$ cat config.mk
export PLATFORM = sky130hd
export DESIGN_NAME = sbi_top
export DESIGN_NICKNAME = d
export VERILOG_FILES = /design/src/include/sbi_pkg.sv /design/src/core/sbi_top.sv
export SDC_FILE = /design/constraint.sdc
export NUM_CORES = 1
export LEC_CHECK = 0
export BUFFER_PORTS_ARGS = -buffer_cell sky130_fd_sc_hd__buf_4
export CAP_MARGIN = 30
export CORE_MARGIN = 4
export CORE_UTILIZATION = 35
export DETAILED_ROUTE_END_ITERATION = 10
export HOLD_SLACK_MARGIN = 0.03
export PLACE_DENSITY = 0.63
export SKIP_CTS_REPAIR_TIMING = 1
export SLEW_MARGIN = 30
export SYNTH_ARGS = -nofsm -noshare
export SYNTH_HDL_FRONTEND = slang
export SYNTH_SLANG_ARGS = --single-unit
$ cat constraint.sdc
create_clock -name clk_sys_in -period 3.8 [get_ports clk_sys_in]
set_input_delay 0.19 -clock clk_sys_in [delete_from_list [all_inputs] [get_ports clk_sys_in]]
set_output_delay 0.19 -clock clk_sys_in [all_outputs]
set_load 0.02 [all_outputs]
$ cat src/include/sbi_pkg.sv
// package for the bootstrap and default-configuration loader
// assumes one system clock and an active-low asynchronous reset
package sbi_pkg;
	// ----------------------------------------
	// register map (byte addresses)
	// ----------------------------------------
	localparam logic [7:0] GCR_OFF = 8'h00;
	localparam logic [7:0] STRAP_OFF = 8'h04;
	localparam logic [7:0] STATUS_OFF = 8'h08;
	localparam logic [7:0] DEFAULTS_OFF = 8'h0C;
	localparam logic [7:0] BUFPOOL_OFF = 8'h10;
	localparam logic [7:0] PHYADDR_OFF = 8'h14;
	// ----------------------------------------
	// field positions
	// ----------------------------------------
	localparam int GCR_INIT_BIT = 4;
	localparam int GCR_BIST_BIT = 0;
	localparam int STRAP_DEBOUNCE = 0;
	localparam int STRAP_EEPROM = 7;
	localparam int STRAP_MODDET = 9;
	localparam int STRAP_TIMEOUT = 12;
	localparam logic [15:0] STRAP_RESET = 16'hFFFF;
	// ----------------------------------------
	// defaults
	// ----------------------------------------
	localparam logic [7:0] FLOW_QUEUE_DEF = 8'h60;
	localparam logic [9:0] FE_POOL_DEF = 10'h060;
	localparam logic [9:0] FE_FC_DEF = 10'h030;
	localparam logic [9:0] UP_POOL_DEF = 10'h180;
	localparam logic [9:0] UP_FC_DEF = 10'h0C0;
	localparam logic [10:0] FRAME_MIN = 11'h040;
	localparam logic [10:0] FRAME_MAX = 11'h5F2;
	localparam logic [4:0] RETRY_LIMIT = 5'h10;
	localparam logic [3:0] CPU_PAD_BYTES = 4'h8;
	localparam logic [4:0] PHY_ADDR_P0 = 5'h08;
	localparam logic [4:0] PHY_ADDR_P1 = 5'h09;
	localparam logic [4:0] PHY_ADDR_UP = 5'h10;
	localparam logic [8:0] AGE_TIME_S = 9'h12C;
	// ----------------------------------------
	// timing
	// ----------------------------------------
	localparam int CLK_MHZ = 125;
	localparam int TABLE_INIT_US = 100;
	localparam int TABLE_INIT_CYC = TABLE_INIT_US * CLK_MHZ;
	localparam int BIST_CYC = 256;
	localparam int STUCK_S = 5;
	localparam longint STUCK_CYC = longint'(STUCK_S) * 125000000;
	// ----------------------------------------
	// types
	// ----------------------------------------
	typedef enum logic [2:0] {
		SBI_PAR16, SBI_PAR8, SBI_SER_MII, SBI_SER_LITE, SBI_SER_UNMGD, SBI_BAD
	} sbi_mode_t;
	typedef struct packed {
		logic [1:0] htrans;
		logic hsel;
		logic hwrite;
		logic [2:0] hsize;
		logic [7:0] haddr;
	} sbi_ahb_req_t;
	typedef struct packed {
		logic [2:0] dev_id;
		logic debounce_en;
		logic eeprom_load_en;
		logic module_detect_en;
		logic timeout_mon_en;
		logic managed;
		logic ctrl_frames_en;
	} sbi_cfg_t;
endpackage

$ cat src/core/sbi_top.sv
// bootstrap latch, default configuration and switching start control
// assumes an AHB-Lite master; straps stable around reset release
// Operation
// RULE1 - all-high straps unmanaged; serial lite modes
// RULE2 - all-low straps 16-bit, lowest-high 8-bit
// RULE3 - latch serial id, answer matching id only
// RULE4 - eeprom load only when unmanaged, strap low
// RULE5 - debounce strobe when strap high
// RULE6 - module detect uses tx-enable straps
// RULE7 - unmanaged switches right after reset; code first waits for the BIST_CYC (256-cycle) power-up self test
// RULE8 - managed waits for init-complete bit
// RULE9 - host waits 100us to 1ms first
// RULE10 - never learn zero mac, drop reserved
// RULE11 - managed forwards reserved group to cpu
// RULE12 - default age time 300 seconds
// RULE13 - flow control at 96, no red/flood
// RULE14 - buffer pools 96/48 and 384/192
// RULE15 - frames 64..1522, pad, strict priority
// RULE16 - cpu port 100M full, 8-byte pad
// RULE17 - retry collisions, 16 attempts total
// RULE18 - phy addresses 08, 09, 10
// RULE19 - other phy addresses polled by host
// RULE20 - seven-wire mode uses bit 0 only
// RULE21 - uplink 1G full duplex only
// RULE22 - control frames only in managed mode
// RULE23 - memory self test at power-up, on request
// RULE24 - flag state machine stuck over 5s
// RULE25 - latch straps once at reset release
`timescale 1ns/1ps
module sbi_top #(
	parameter int TABLE_INIT_CYCLES = sbi_pkg::TABLE_INIT_CYC,
	parameter longint STUCK_CYCLES = sbi_pkg::STUCK_CYC
) (
	input wire logic clk_sys_in,
	input wire logic rst_n_in,
	input wire logic [15:0] strap_inputs_in,
	input wire logic [3:0] port_tx_enable_strap_in,
	input wire logic [2:0] serial_dev_id_in,
	input wire logic serial_id_valid_in,
	input wire logic [2:0] fsm_busy_in,
	input wire logic [47:0] frame_da_in,
	input wire logic [47:0] frame_sa_in,
	input wire logic frame_valid_in,
	input wire logic ctrl_frame_in,
	input wire logic [10:0] frame_len_in,
	input wire logic [1:0] uplink_speed_in,
	input wire logic uplink_full_duplex_in,
	input wire logic collision_in,
	input wire sbi_pkg::sbi_ahb_req_t ahb_req_in,
	input wire logic hready_in,
	input wire logic [31:0] hwdata_in,
	output logic [31:0] hrdata_out,
	output logic hreadyout_out,
	output logic hresp_out,
	output sbi_pkg::sbi_cfg_t cfg_out,
	output sbi_pkg::sbi_mode_t mode_out,
	output logic serial_select_out,
	output logic switch_enable_out,
	output logic bist_busy_out,
	output logic stuck_flag_out,
	output logic frame_drop_out,
	output logic frame_to_cpu_out,
	output logic learn_ok_out,
	output logic retry_out,
	output logic tx_give_up_out,
	output logic uplink_mode_err_out
);
	import sbi_pkg::*;

	// ----------------------------------------
	// strap capture
	// ----------------------------------------
	logic straps_taken;
	logic [15:0] strap;
	logic [3:0] mod_type;
	always_ff @(posedge clk_sys_in or negedge rst_n_in) begin
		if (!rst_n_in) begin
			straps_taken <= 1'b0;
			strap <= STRAP_RESET;
			mod_type <= 4'h0;
		end else if (!straps_taken) begin
			straps_taken <= 1'b1; // first edge after release only [RULE25]
			strap <= strap_inputs_in;
			mod_type <= port_tx_enable_strap_in;
		end
	end

	function automatic sbi_mode_t decode_mode(input logic [2:0] s);
		case (s)
			3'b111: decode_mode = SBI_SER_UNMGD; // [RULE1]
			3'b011: decode_mode = SBI_SER_LITE; // [RULE1]
			3'b010: decode_mode = SBI_SER_MII; // [RULE1]
			3'b000: decode_mode = SBI_PAR16; // [RULE2]
			3'b001: decode_mode = SBI_PAR8; // [RULE2]
			default: decode_mode = SBI_BAD;
		endcase
	endfunction

	sbi_mode_t mode;
	logic serial_mode;
	logic unmanaged;
	assign mode = decode_mode(strap[3:1]);
	assign serial_mode = (mode == SBI_SER_UNMGD) || (mode == SBI_SER_LITE) ||
		(mode == SBI_SER_MII);
	assign unmanaged = (mode == SBI_SER_UNMGD);

	always_ff @(posedge clk_sys_in or negedge rst_n_in) begin
		if (!rst_n_in) begin
			cfg_out <= '0;
			mode_out <= SBI_SER_UNMGD;
		end else begin
			mode_out <= mode;
			cfg_out.dev_id <= strap[6:4]; // [RULE3]
			cfg_out.debounce_en <= strap[STRAP_DEBOUNCE]; // [RULE5]
			cfg_out.eeprom_load_en <= unmanaged && !strap[STRAP_EEPROM]; // [RULE4]
			cfg_out.module_detect_en <= strap[STRAP_MODDET]; // [RULE6]
			cfg_out.timeout_mon_en <= strap[STRAP_TIMEOUT];
			cfg_out.managed <= !unmanaged;
			cfg_out.ctrl_frames_en <= (mode == SBI_PAR16) || (mode == SBI_PAR8); // [RULE22]
		end
	end

	// only transactions carrying our id are answered
	always_ff @(posedge clk_sys_in or negedge rst_n_in) begin
		if (!rst_n_in) begin
			serial_select_out <= 1'b0;
		end else begin
			serial_select_out <= serial_mode && serial_id_valid_in &&
				(serial_dev_id_in == strap[6:4]); // [RULE3]
		end
	end

	// ----------------------------------------
	// table init and self test
	// ----------------------------------------
	logic [31:0] init_cnt;
	logic tables_ready;
	logic [8:0] bist_cnt;
	logic bist_req;
	always_ff @(posedge clk_sys_in or negedge rst_n_in) begin
		if (!rst_n_in) begin
			bist_cnt <= 9'(BIST_CYC); // power-up self test [RULE23]
		end else if (bist_req) begin
			bist_cnt <= 9'(BIST_CYC); // [RULE23]
		end else if (bist_cnt != 9'h000) begin
			bist_cnt <= bist_cnt - 9'h001;
		end
	end

	always_ff @(posedge clk_sys_in or negedge rst_n_in) begin
		if (!rst_n_in) begin
			init_cnt <= 32'h0;
			tables_ready <= 1'b0;
		end else if (!tables_ready) begin
			init_cnt <= init_cnt + 32'h1;
			tables_ready <= (init_cnt >= 32'(TABLE_INIT_CYCLES - 1));
		end
	end

	// ----------------------------------------
	// AHB-Lite slave
	// ----------------------------------------
	logic init_complete;
	logic wr_pend;
	logic [7:0] wr_addr;
	logic take;
	assign take = ahb_req_in.hsel && ahb_req_in.htrans[1] && hready_in;
	assign bist_req = wr_pend && (wr_addr == GCR_OFF) && hwdata_in[GCR_BIST_BIT];

	always_ff @(posedge clk_sys_in or negedge rst_n_in) begin
		if (!rst_n_in) begin
			wr_pend <= 1'b0;
			wr_addr <= 8'h00;
		end else begin
			wr_pend <= take && ahb_req_in.hwrite;
			wr_addr <= ahb_req_in.haddr;
		end
	end

	// early overrides before tables are ready are the host's fault; bit still lands
	always_ff @(posedge clk_sys_in or negedge rst_n_in) begin
		if (!rst_n_in) begin
			init_complete <= 1'b0;
		end else if (wr_pend && wr_addr == GCR_OFF && hwdata_in[GCR_INIT_BIT]) begin
			init_complete <= 1'b1; // [RULE8] [RULE9]
		end
	end

	function automatic logic [31:0] read_mux(input logic [7:0] a);
		case (a)
			GCR_OFF: read_mux = {27'h0, init_complete, 3'h0, bist_cnt != 9'h000};
			STRAP_OFF: read_mux = {12'h0, mod_type, strap};
			STATUS_OFF: read_mux = {26'h0, stuck_flag_out, tables_ready,
				switch_enable_out, mode};
			DEFAULTS_OFF: read_mux = {3'h0, AGE_TIME_S, CPU_PAD_BYTES, RETRY_LIMIT,
				3'h0, FLOW_QUEUE_DEF}; // [RULE12] [RULE13] [RULE16]
			// uplink fields in units of four buffers so all four fit one word
			BUFPOOL_OFF: read_mux = {UP_POOL_DEF[9:2], UP_FC_DEF[9:2], FE_POOL_DEF[7:0],
				FE_FC_DEF[7:0]}; // [RULE14]
			PHYADDR_OFF: read_mux = {17'h0, PHY_ADDR_UP, PHY_ADDR_P1,
				PHY_ADDR_P0}; // [RULE18] [RULE19]
			default: read_mux = 32'h0;
		endcase
	endfunction

	always_ff @(posedge clk_sys_in or negedge rst_n_in) begin
		if (!rst_n_in) begin
			hrdata_out <= 32'h0;
			hreadyout_out <= 1'b1;
			hresp_out <= 1'b0;
		end else begin
			hreadyout_out <= 1'b1;
			hresp_out <= 1'b0;
			if (take && !ahb_req_in.hwrite) begin
				hrdata_out <= read_mux(ahb_req_in.haddr);
			end
		end
	end

	// ----------------------------------------
	// switching start
	// ----------------------------------------
	always_ff @(posedge clk_sys_in or negedge rst_n_in) begin
		if (!rst_n_in) begin
			switch_enable_out <= 1'b0;
			bist_busy_out <= 1'b1;
		end else begin
			bist_busy_out <= (bist_cnt != 9'h000);
			// unmanaged starts once the self test ends; others also wait for host [RULE7] [RULE8]
			switch_enable_out <= straps_taken && (bist_cnt == 9'h000) &&
				(unmanaged || init_complete);
		end
	end

	// ----------------------------------------
	// default frame policy
	// ----------------------------------------
	logic reserved_grp;
	logic len_ok;
	assign reserved_grp = (frame_da_in[47:4] == 44'h0180C20000_0);
	assign len_ok = (frame_len_in >= FRAME_MIN) && (frame_len_in <= FRAME_MAX); // [RULE15]

	always_ff @(posedge clk_sys_in or negedge rst_n_in) begin
		if (!rst_n_in) begin
			frame_drop_out <= 1'b0;
			frame_to_cpu_out <= 1'b0;
			learn_ok_out <= 1'b0;
		end else begin
			frame_drop_out <= frame_valid_in && (!switch_enable_out || !len_ok ||
				(reserved_grp && frame_da_in[3:0] != 4'h0) || // [RULE10] [RULE11]
				(ctrl_frame_in && unmanaged)); // [RULE22]
			frame_to_cpu_out <= frame_valid_in && switch_enable_out && len_ok &&
				!unmanaged && reserved_grp && frame_da_in[3:0] == 4'h0; // [RULE11]
			learn_ok_out <= frame_valid_in && switch_enable_out &&
				(frame_sa_in != 48'h0); // [RULE10]
		end
	end

	// ----------------------------------------
	// collision retry and uplink duplex check
	// ----------------------------------------
	logic [4:0] attempts;
	always_ff @(posedge clk_sys_in or negedge rst_n_in) begin
		if (!rst_n_in) begin
			attempts <= 5'h01;
			retry_out <= 1'b0;
			tx_give_up_out <= 1'b0;
		end else begin
			retry_out <= 1'b0;
			tx_give_up_out <= 1'b0;
			if (collision_in) begin
				if (attempts >= RETRY_LIMIT) begin
					tx_give_up_out <= 1'b1; // [RULE17]
					attempts <= 5'h01;
				end else begin
					retry_out <= 1'b1; // [RULE17]
					attempts <= attempts + 5'h01;
				end
			end
		end
	end

	always_ff @(posedge clk_sys_in or negedge rst_n_in) begin
		if (!rst_n_in) begin
			uplink_mode_err_out <= 1'b0;
		end else begin
			uplink_mode_err_out <= (uplink_speed_in == 2'h2) && !uplink_full_duplex_in; // [RULE21]
		end
	end

	// ----------------------------------------
	// stuck state machine monitor
	// ----------------------------------------
	logic [39:0] stuck_cnt;
	always_ff @(posedge clk_sys_in or negedge rst_n_in) begin
		if (!rst_n_in) begin
			stuck_cnt <= 40'h0;
			stuck_flag_out <= 1'b0;
		end else if (!cfg_out.timeout_mon_en || fsm_busy_in == 3'h0) begin
			stuck_cnt <= 40'h0;
		end else begin
			stuck_cnt <= stuck_cnt + 40'h1;
			if (stuck_cnt >= 40'(STUCK_CYCLES)) begin
				stuck_flag_out <= 1'b1; // [RULE24]
			end
		end
	end
	// seven-wire mode bit-0 data path lives in the mac; nothing here [RULE20]
endmodule

==> reports/qor.csv, run 1 <==
metric;value;unit
cp_data_required_time;4.16;ns
antenna-diode-count;0;
timing.critical_path.arrival;2.76;ns
cts-root-to-sink-buffers;2;
initial_core_util;35.46;%
timing.hold.worst.start;ahb_req_in[12];
crit_chain;dlygate4sd3_1, buf_4, or3_1, or3_1, nor4_2, buf_4, a22o_1;
worst_slew_pin_slew;0.9346;ns
final_antenna_net_count;0;
drt_iter0_markers;337;
setup.worst_path.start_class;input pin;
grt_pass1_wl;30790;µm
tritoncts;done;
p_leak;4.617;nW
cpPeakStageDelay;0.55;ns
r2r-start;stuck_cnt[7];
yosys_reg_bits;162;
io_buffers;205;
fp.coreArea;20960;µm²
cts_num_sinks;162;
worst_path_max_delay_cell;sky130_fd_sc_hd__nor4_2;
ys_async_sr_fraction;100.0;%
critPathCaptureType;register;
critical_path.n_buffers_inverters;3;
number_of_synthesized_flops_with_an_enable_pin;0;
final_gp_congestion;0.8121;
place_hpwl;14220;µm
max_freq;417.2;MHz
grt-ovfl-total;0;
avgSynthCellArea;10.85;µm²
wire_per_inst;16.21;µm
grt_max_degree;84;
worstSetupStartpoint;ahb_req_in[5];
h-tree-depth;4;
final.setup_skew;0.009120;ns
setup_viol;0;
outcome;complete, no violations;
cp_max_fo;9;
most_used_flip_flop_cell_after_synthesis;sky130_fd_sc_hd__dfrtp_1;
synthCells;685;
power.ir.vdd_worst;0.2460;mV
route.detailed.vias_per_inst;4.906;
worst_skew_pair.late_latency;0.43;ns
hold_slack;0.05420;ns
netlist_area;7431;µm²
number_of_buffers_added_by_the_clock_tree_synthesis_step;17;
areaGrowthSynthToFinish;36.15;%
detailroute.via_count;5936;
layout_cell_share_with_drive_strength_beyond_1;32.30;%
place_worst_setup_slack;1.535;ns
timing.final.ws_setup;1.403;ns
routed_wirelength;19610;µm
timing.max_cap.violations;0;
total_power_of_the_final_layout;4.051;mW
critical-path-top-delay-family;simple AND/OR/NAND/NOR gates;
timing.final.hold_violations;0;
ys.warnings.count;0;
io_pins;246;
die-area;23630;µm²
drt_pre_antenna_iters;4;
post-route-drc-count;0;
power_density;400.4;nW/µm²
dieHeight;153.7;µm
synth_cell_types;59;
critical_path_class;input pin to register;
clockRootBuffer;sky130_fd_sc_hd__clkbuf_16;
row_count;53;
worst_slew_margin_rel;37.12;%
nets;1118;
unrepaired_setup_endpoints_after_global_routing;false;
maxSlewViolCount;0;
global_route.usage.total;16.20;%
share_of_the_yosys_chip_area_belonging_to_registers;54.89;%
dieWidth;153.7;µm
totalNegativeSetupSlack;0;ns
antenna_found_initial;0;
final_min_period_over_clock_period;63.08;%
clkTransAtPathRegs;0.07;ns
worst_hold_path_type;input pin to register;
grt_pass1_vias;5781;
period_minus_slack;2.397;ns
-- flip-flops by register name, indices dropped and copies added (netlist names), 3 cells and up --
register / flops
attempts: 5
wr_addr: 8
init_cnt: 32
stuck_cnt: 40
bist_cnt: 9
mode_out: 3
cfg_out: 9
hrdata_out: 22
strap: 16
mod_type: 4
-- metal layers --
| metal | vias up | part of all wire [%] | GRT usage [%] |
|---|---|---|---|
| li1 | 2916 | - | - |
| met1 | 2895 | 47 | 23.52 |
| met2 | 110 | 47 | 24.46 |
| met3 | 15 | 4.3 | 4.081 |
| met4 | 0 | 1.2 | 3.911 |
| met5 | - | 0 | 0 |
-- synth_stat cells, types with 3 or more instances --
master | number | area [µm²]
sky130_fd_sc_hd__a21oi_1 | 18 | 90.09
sky130_fd_sc_hd__and4_1 | 10 | 87.58
sky130_fd_sc_hd__a31oi_1 | 3 | 18.77
sky130_fd_sc_hd__and2_1 | 8 | 50.05
sky130_fd_sc_hd__o21ai_0 | 15 | 75.07
sky130_fd_sc_hd__a22oi_1 | 3 | 22.52
sky130_fd_sc_hd__xor2_1 | 36 | 315.3
sky130_fd_sc_hd__nor4_1 | 35 | 219.0
sky130_fd_sc_hd__dfrtp_1 | 142 | 3553
sky130_fd_sc_hd__dfstp_2 | 20 | 525.5
sky130_fd_sc_hd__nor4b_1 | 3 | 26.28
sky130_fd_sc_hd__or4_1 | 5 | 37.54
sky130_fd_sc_hd__ha_1 | 6 | 75.07
sky130_fd_sc_hd__xnor2_1 | 32 | 280.3
sky130_fd_sc_hd__inv_1 | 17 | 63.81
sky130_fd_sc_hd__nand4b_1 | 3 | 26.28
sky130_fd_sc_hd__or3_1 | 9 | 56.30
sky130_fd_sc_hd__and3_1 | 12 | 75.07
sky130_fd_sc_hd__o31ai_1 | 6 | 45.04
sky130_fd_sc_hd__nor2b_1 | 3 | 18.77
sky130_fd_sc_hd__a22o_1 | 8 | 70.07
sky130_fd_sc_hd__nand3b_1 | 4 | 30.03
sky130_fd_sc_hd__nand4_1 | 28 | 175.2
sky130_fd_sc_hd__nor2_1 | 64 | 240.2
sky130_fd_sc_hd__nand2_1 | 45 | 168.9
sky130_fd_sc_hd__o21ai_2 | 4 | 35.03
sky130_fd_sc_hd__nand3_1 | 36 | 180.2
sky130_fd_sc_hd__nand2b_1 | 4 | 25.02
sky130_fd_sc_hd__clkbuf_1 | 16 | 60.06
sky130_fd_sc_hd__mux2_2 | 24 | 270.3
sky130_fd_sc_hd__nor3_1 | 15 | 75.07
sky130_fd_sc_hd__buf_4 | 13 | 97.59
-- worst register-to-register path, stage by stage, from the launching register on --
cell and delay [ns]:
sky130_fd_sc_hd__dfrtp_1 0.46, sky130_fd_sc_hd__and4_1 0.31, sky130_fd_sc_hd__and3_1 0.48, sky130_fd_sc_hd__nand3_1 0.36, sky130_fd_sc_hd__or4_1 0.50, sky130_fd_sc_hd__a21oi_1 0.15
-- layout make-up --
type	instances	area (µm²)
fill	1968	10840
sequential	162	4080
multi-input combinational	476	3107
timing repair buffer	247	1946
clock buffer	17	425.4
tap	275	344.1
clock inverter	15	147.6
inverter	18	67.56
-- placed cells by master (no fill, tap or decap), types with 18 or more instances in the layout --
cell type | synthesis | final
sky130_fd_sc_hd__a21oi_1 | 18 | 18
sky130_fd_sc_hd__buf_4 | 13 | 211
sky130_fd_sc_hd__dfrtp_1 | 142 | 141
sky130_fd_sc_hd__dfstp_2 | 20 | 20
sky130_fd_sc_hd__dlygate4sd3_1 | 0 | 35
sky130_fd_sc_hd__mux2_2 | 24 | 24
sky130_fd_sc_hd__nand2_1 | 45 | 45
sky130_fd_sc_hd__nand3_1 | 36 | 36
sky130_fd_sc_hd__nand4_1 | 28 | 28
sky130_fd_sc_hd__nor2_1 | 64 | 64
sky130_fd_sc_hd__nor4_1 | 35 | 35
sky130_fd_sc_hd__xnor2_1 | 32 | 32
sky130_fd_sc_hd__xor2_1 | 36 | 36
-- cell families after synthesis --
| logic type | Yosys count | synth area share [%] |
|---|---|---|
| xor gates and xnor gates | 68 | 8.015 |
| AOI/OAI and AO/OA | 74 | 6.701 |
| buffers and inverters | 52 | 3.738 |
| adders and majority gates | 6 | 1.010 |
| and+or+nand+nor | 295 | 21.64 |
| DFF | 162 | 54.89 |
| other | 2 | 0.1011 |
| muxes | 26 | 3.906 |
-- stage by stage --
stage,area (µm²),utilization (%),cells
after CTS,9767,46.61,1175
after floorplan,7450,-,690
final,10120,48.28,1210
after detailed placement,9194,43.87,1143
after global routing,10120,48.28,1210
after global placement,9193,43.87,1143
-- final timing paths --
kind,to,slack [ns],cells after the start
min reg2reg,cfg_out[2],0.41,0
max in group asynchronous,mode_out[2],2.48,3
min in group asynchronous,stuck_cnt[3],0.36,2
min,wr_pend,0.05,2
max reg2reg,stuck_cnt[37],1.47,5
max,hrdata_out[17],1.40,7
-- report_power, final --
group	internal, mW	switching [mW]	leakage (nW)
combinational	0.246	0.212	2.26
sequential	1.84	0.0893	2.09
clock	0.920	0.744	0.274
total	3.00	1.05	4.62
(Power assumes the default switching activity.)
==> inputs of run 2 (changes only) <==
- PLACE_DENSITY: 0.63 -> 0.65
- clock period: 3.8 -> 1.95 ns (I/O delays scaled with it)
==> run 2 against run 1 <==
Compared with the run above: sequential share of layout area decreased by 1.7 points; register-to-register slack got worse by 1.4 ns; routed wire length is 4.0% higher; critical path depth unchanged; total power rose by 98%; critical endpoint is now hrdata_out[6].
==> reports/qor.csv, run 2 (same netlist as run 1, synthesis figures left out) <==
metric;value;unit;change
critical_path_class;input pin to register;;
grt_pass1_vias;5873;;+1.6%
timing.final.hold_violations;0;;unchanged
drt_iter0_markers;397;;+18%
worst_path_max_delay_cell;sky130_fd_sc_hd__dlygate4sd3_1;;
power_density;759.5;nW/µm²;+90%
clkTransAtPathRegs;0.07;ns;about the same
route.detailed.vias_per_inst;4.930;;+0.49%
tritoncts;done;;
final.setup_skew;0.01002;ns;+0.0008981 ns
drt_pre_antenna_iters;4;;unchanged
dieWidth;153.7;µm;unchanged
wl_met1;9782;µm;+6.0%
io_pins;246;;unchanged
dr_wl_met3;940;µm;+11%
place_worst_setup_slack;0.03477;ns;-1.500 ns
dieHeight;153.7;µm;unchanged
unrepaired_setup_endpoints_after_global_routing;false;;
critical-path-top-cell-by-count;sky130_fd_sc_hd__or3_1;;
timing.max_cap.violations;0;;unchanged
h-tree-depth;4;;unchanged
worst_skew_pair.late_latency;0.44;ns;about the same
routed-wl-met2;9431;µm;+1.4%
areaGrowthSynthToFinish;42.11;%;
post-route-util;50.39;%;+2.1 points
power.ir.vdd_worst;0.6217;mV;+150%
global_route.usage.total;16.74;%;+0.53 points
row_count;53;;unchanged
setup.worst_path.start_class;input pin;;
cp_max_fo;4;;-5
io_buffers;205;;unchanged
wire_per_inst;16.29;µm;+0.49%
final_gp_congestion;0.7786;;-4.1%
cp_data_required_time;2.31;ns;-1.85 ns
mostFrequentLayoutCell;sky130_fd_sc_hd__buf_4;;
place_hpwl;14940;µm;+5.1%
routed_wirelength;20390;µm;+4.0%
top_register;stuck_cnt;;
largest_reg_flops;40;;unchanged
layout.cells.most_common_list;sky130_fd_sc_hd__buf_4, sky130_fd_sc_hd__dfrtp_1, sky130_fd_sc_hd__nor2_1;;
post-route-drc-count;0;;unchanged
final_antenna_net_count;0;;unchanged
setup_viol;0;;unchanged
cts-root-to-sink-buffers;2;;unchanged
detailroute.via_count;6172;;+4.0%
fp.coreArea;20960;µm²;unchanged
hold_slack;0.03662;ns;-0.01757 ns
maxSlewViolCount;0;;unchanged
p_leak;4.853;nW;+5.1%
critical-path-top-delay-family;simple AND/OR/NAND/NOR gates;;
grt_pass1_wl;31660;µm;+2.8%
timing.critical_path.arrival;2.28;ns;-0.48 ns
critPathCaptureType;register;;
top_layer_used;met4;;
outcome;complete, no violations;;
antenna-diode-count;0;;unchanged
timing.final.ws_setup;0.03016;ns;-1.373 ns
layout_cell_share_with_drive_strength_beyond_1;34.70;%;+2.4 points
grt-ovfl-total;0;;unchanged
initial_core_util;35.46;%;unchanged
nets;1160;;+3.8%
critical_path.n_buffers_inverters;2;;-1
cts_num_sinks;162;;unchanged
antenna_found_initial;0;;unchanged
stdcell_area;10560;µm²;+4.4%
grt_max_degree;67;;-20%
number_of_buffers_added_by_the_clock_tree_synthesis_step;17;;unchanged
die-area;23630;µm²;unchanged
clockRootBuffer;sky130_fd_sc_hd__clkbuf_16;;
final_min_period_over_clock_period;98.45;%;
period_minus_slack;1.920;ns;
worst_hold_path_type;input pin to register;;
cpPeakStageDelay;0.54;ns;about the same
reg.largest.list;stuck_cnt x40, init_cnt x32, hrdata_out x22;;
area_after_dpl;9470;µm²;+3.0%
max_freq;520.9;MHz;
crit_chain;dlygate4sd3_1, buf_4, or3_1, or3_1, or3_4, or2_4, o21ai_2;;
totalNegativeSetupSlack;0;ns;unchanged
[run 2: cell types whose count changed in the layout (fill, tap and decap cells not counted), sizes merged]
cell	delta
bufinv	-1
inv	+4
buf	+31
clkinvlp	-1
clkinv	-2
dlygate4sd3	+11
[run 2: power breakdown]
group / switching (mW) / leakage (nW) / internal (mW)
Combinational: 0.445 / 2.48 / 0.518
Clock: 1.58 / 0.284 / 1.72
Sequential: 0.171 / 2.09 / 3.58
Total: 2.19 / 4.85 / 5.83
[run 2: area by class of cell]
cell class / instances / area, µm²
flip-flops and latches: 162 / 4079
clock buffers: 17 / 425.4
well taps: 275 / 344.1
inverters: 18 / 67.56
clock inverters: 15 / 161.4
fillers: 1922 / 10400
repair buffers: 289 / 2338
multi-input cells: 476 / 3144
[run 2: through the flow]
step | std cells | power (mW)
final | 1252 | 8.020
after global routing | 1252 | 8.383
after CTS | 1203 | 8.029
after detailed placement | 1171 | 4.698
after global placement | 1171 | 4.675
after floorplan | 690 | 4.177
[run 2: worst paths after layout]
kind,start,endpoint,slack [ns],depth (start not counted)
setup / recovery,ahb_req_in[7],hrdata_out[6],0.03,7
hold / removal,frame_sa_in[9],learn_ok_out,0.04,4
setup reg to reg,bist_cnt[1],bist_cnt[6],0.11,8
hold reg to reg,strap[9],cfg_out[3],0.41,0
max in group asynchronous,rst_n_in,strap[5],1.11,3
min in group asynchronous,rst_n_in,stuck_cnt[9],0.12,2
[run 2: worst register-to-register path: stages (launching register included)]
cell and delay [ns]:
sky130_fd_sc_hd__dfrtp_1 0.39, sky130_fd_sc_hd__inv_2 0.08, sky130_fd_sc_hd__ha_4 0.13, sky130_fd_sc_hd__or3b_4 0.39
sky130_fd_sc_hd__buf_4 0.16, sky130_fd_sc_hd__or3_1 0.32, sky130_fd_sc_hd__nor3_1 0.18, sky130_fd_sc_hd__a21oi_1 0.06
sky130_fd_sc_hd__nor2_1 0.08
[run 2: metal layers]
metal / vias to the layer above / track usage, %
li1: 3001 / -
met1: 3035 / 25.49
met2: 120 / 24.32
met3: 16 / 3.434
met4: 0 / 4.373
met5: - / 0
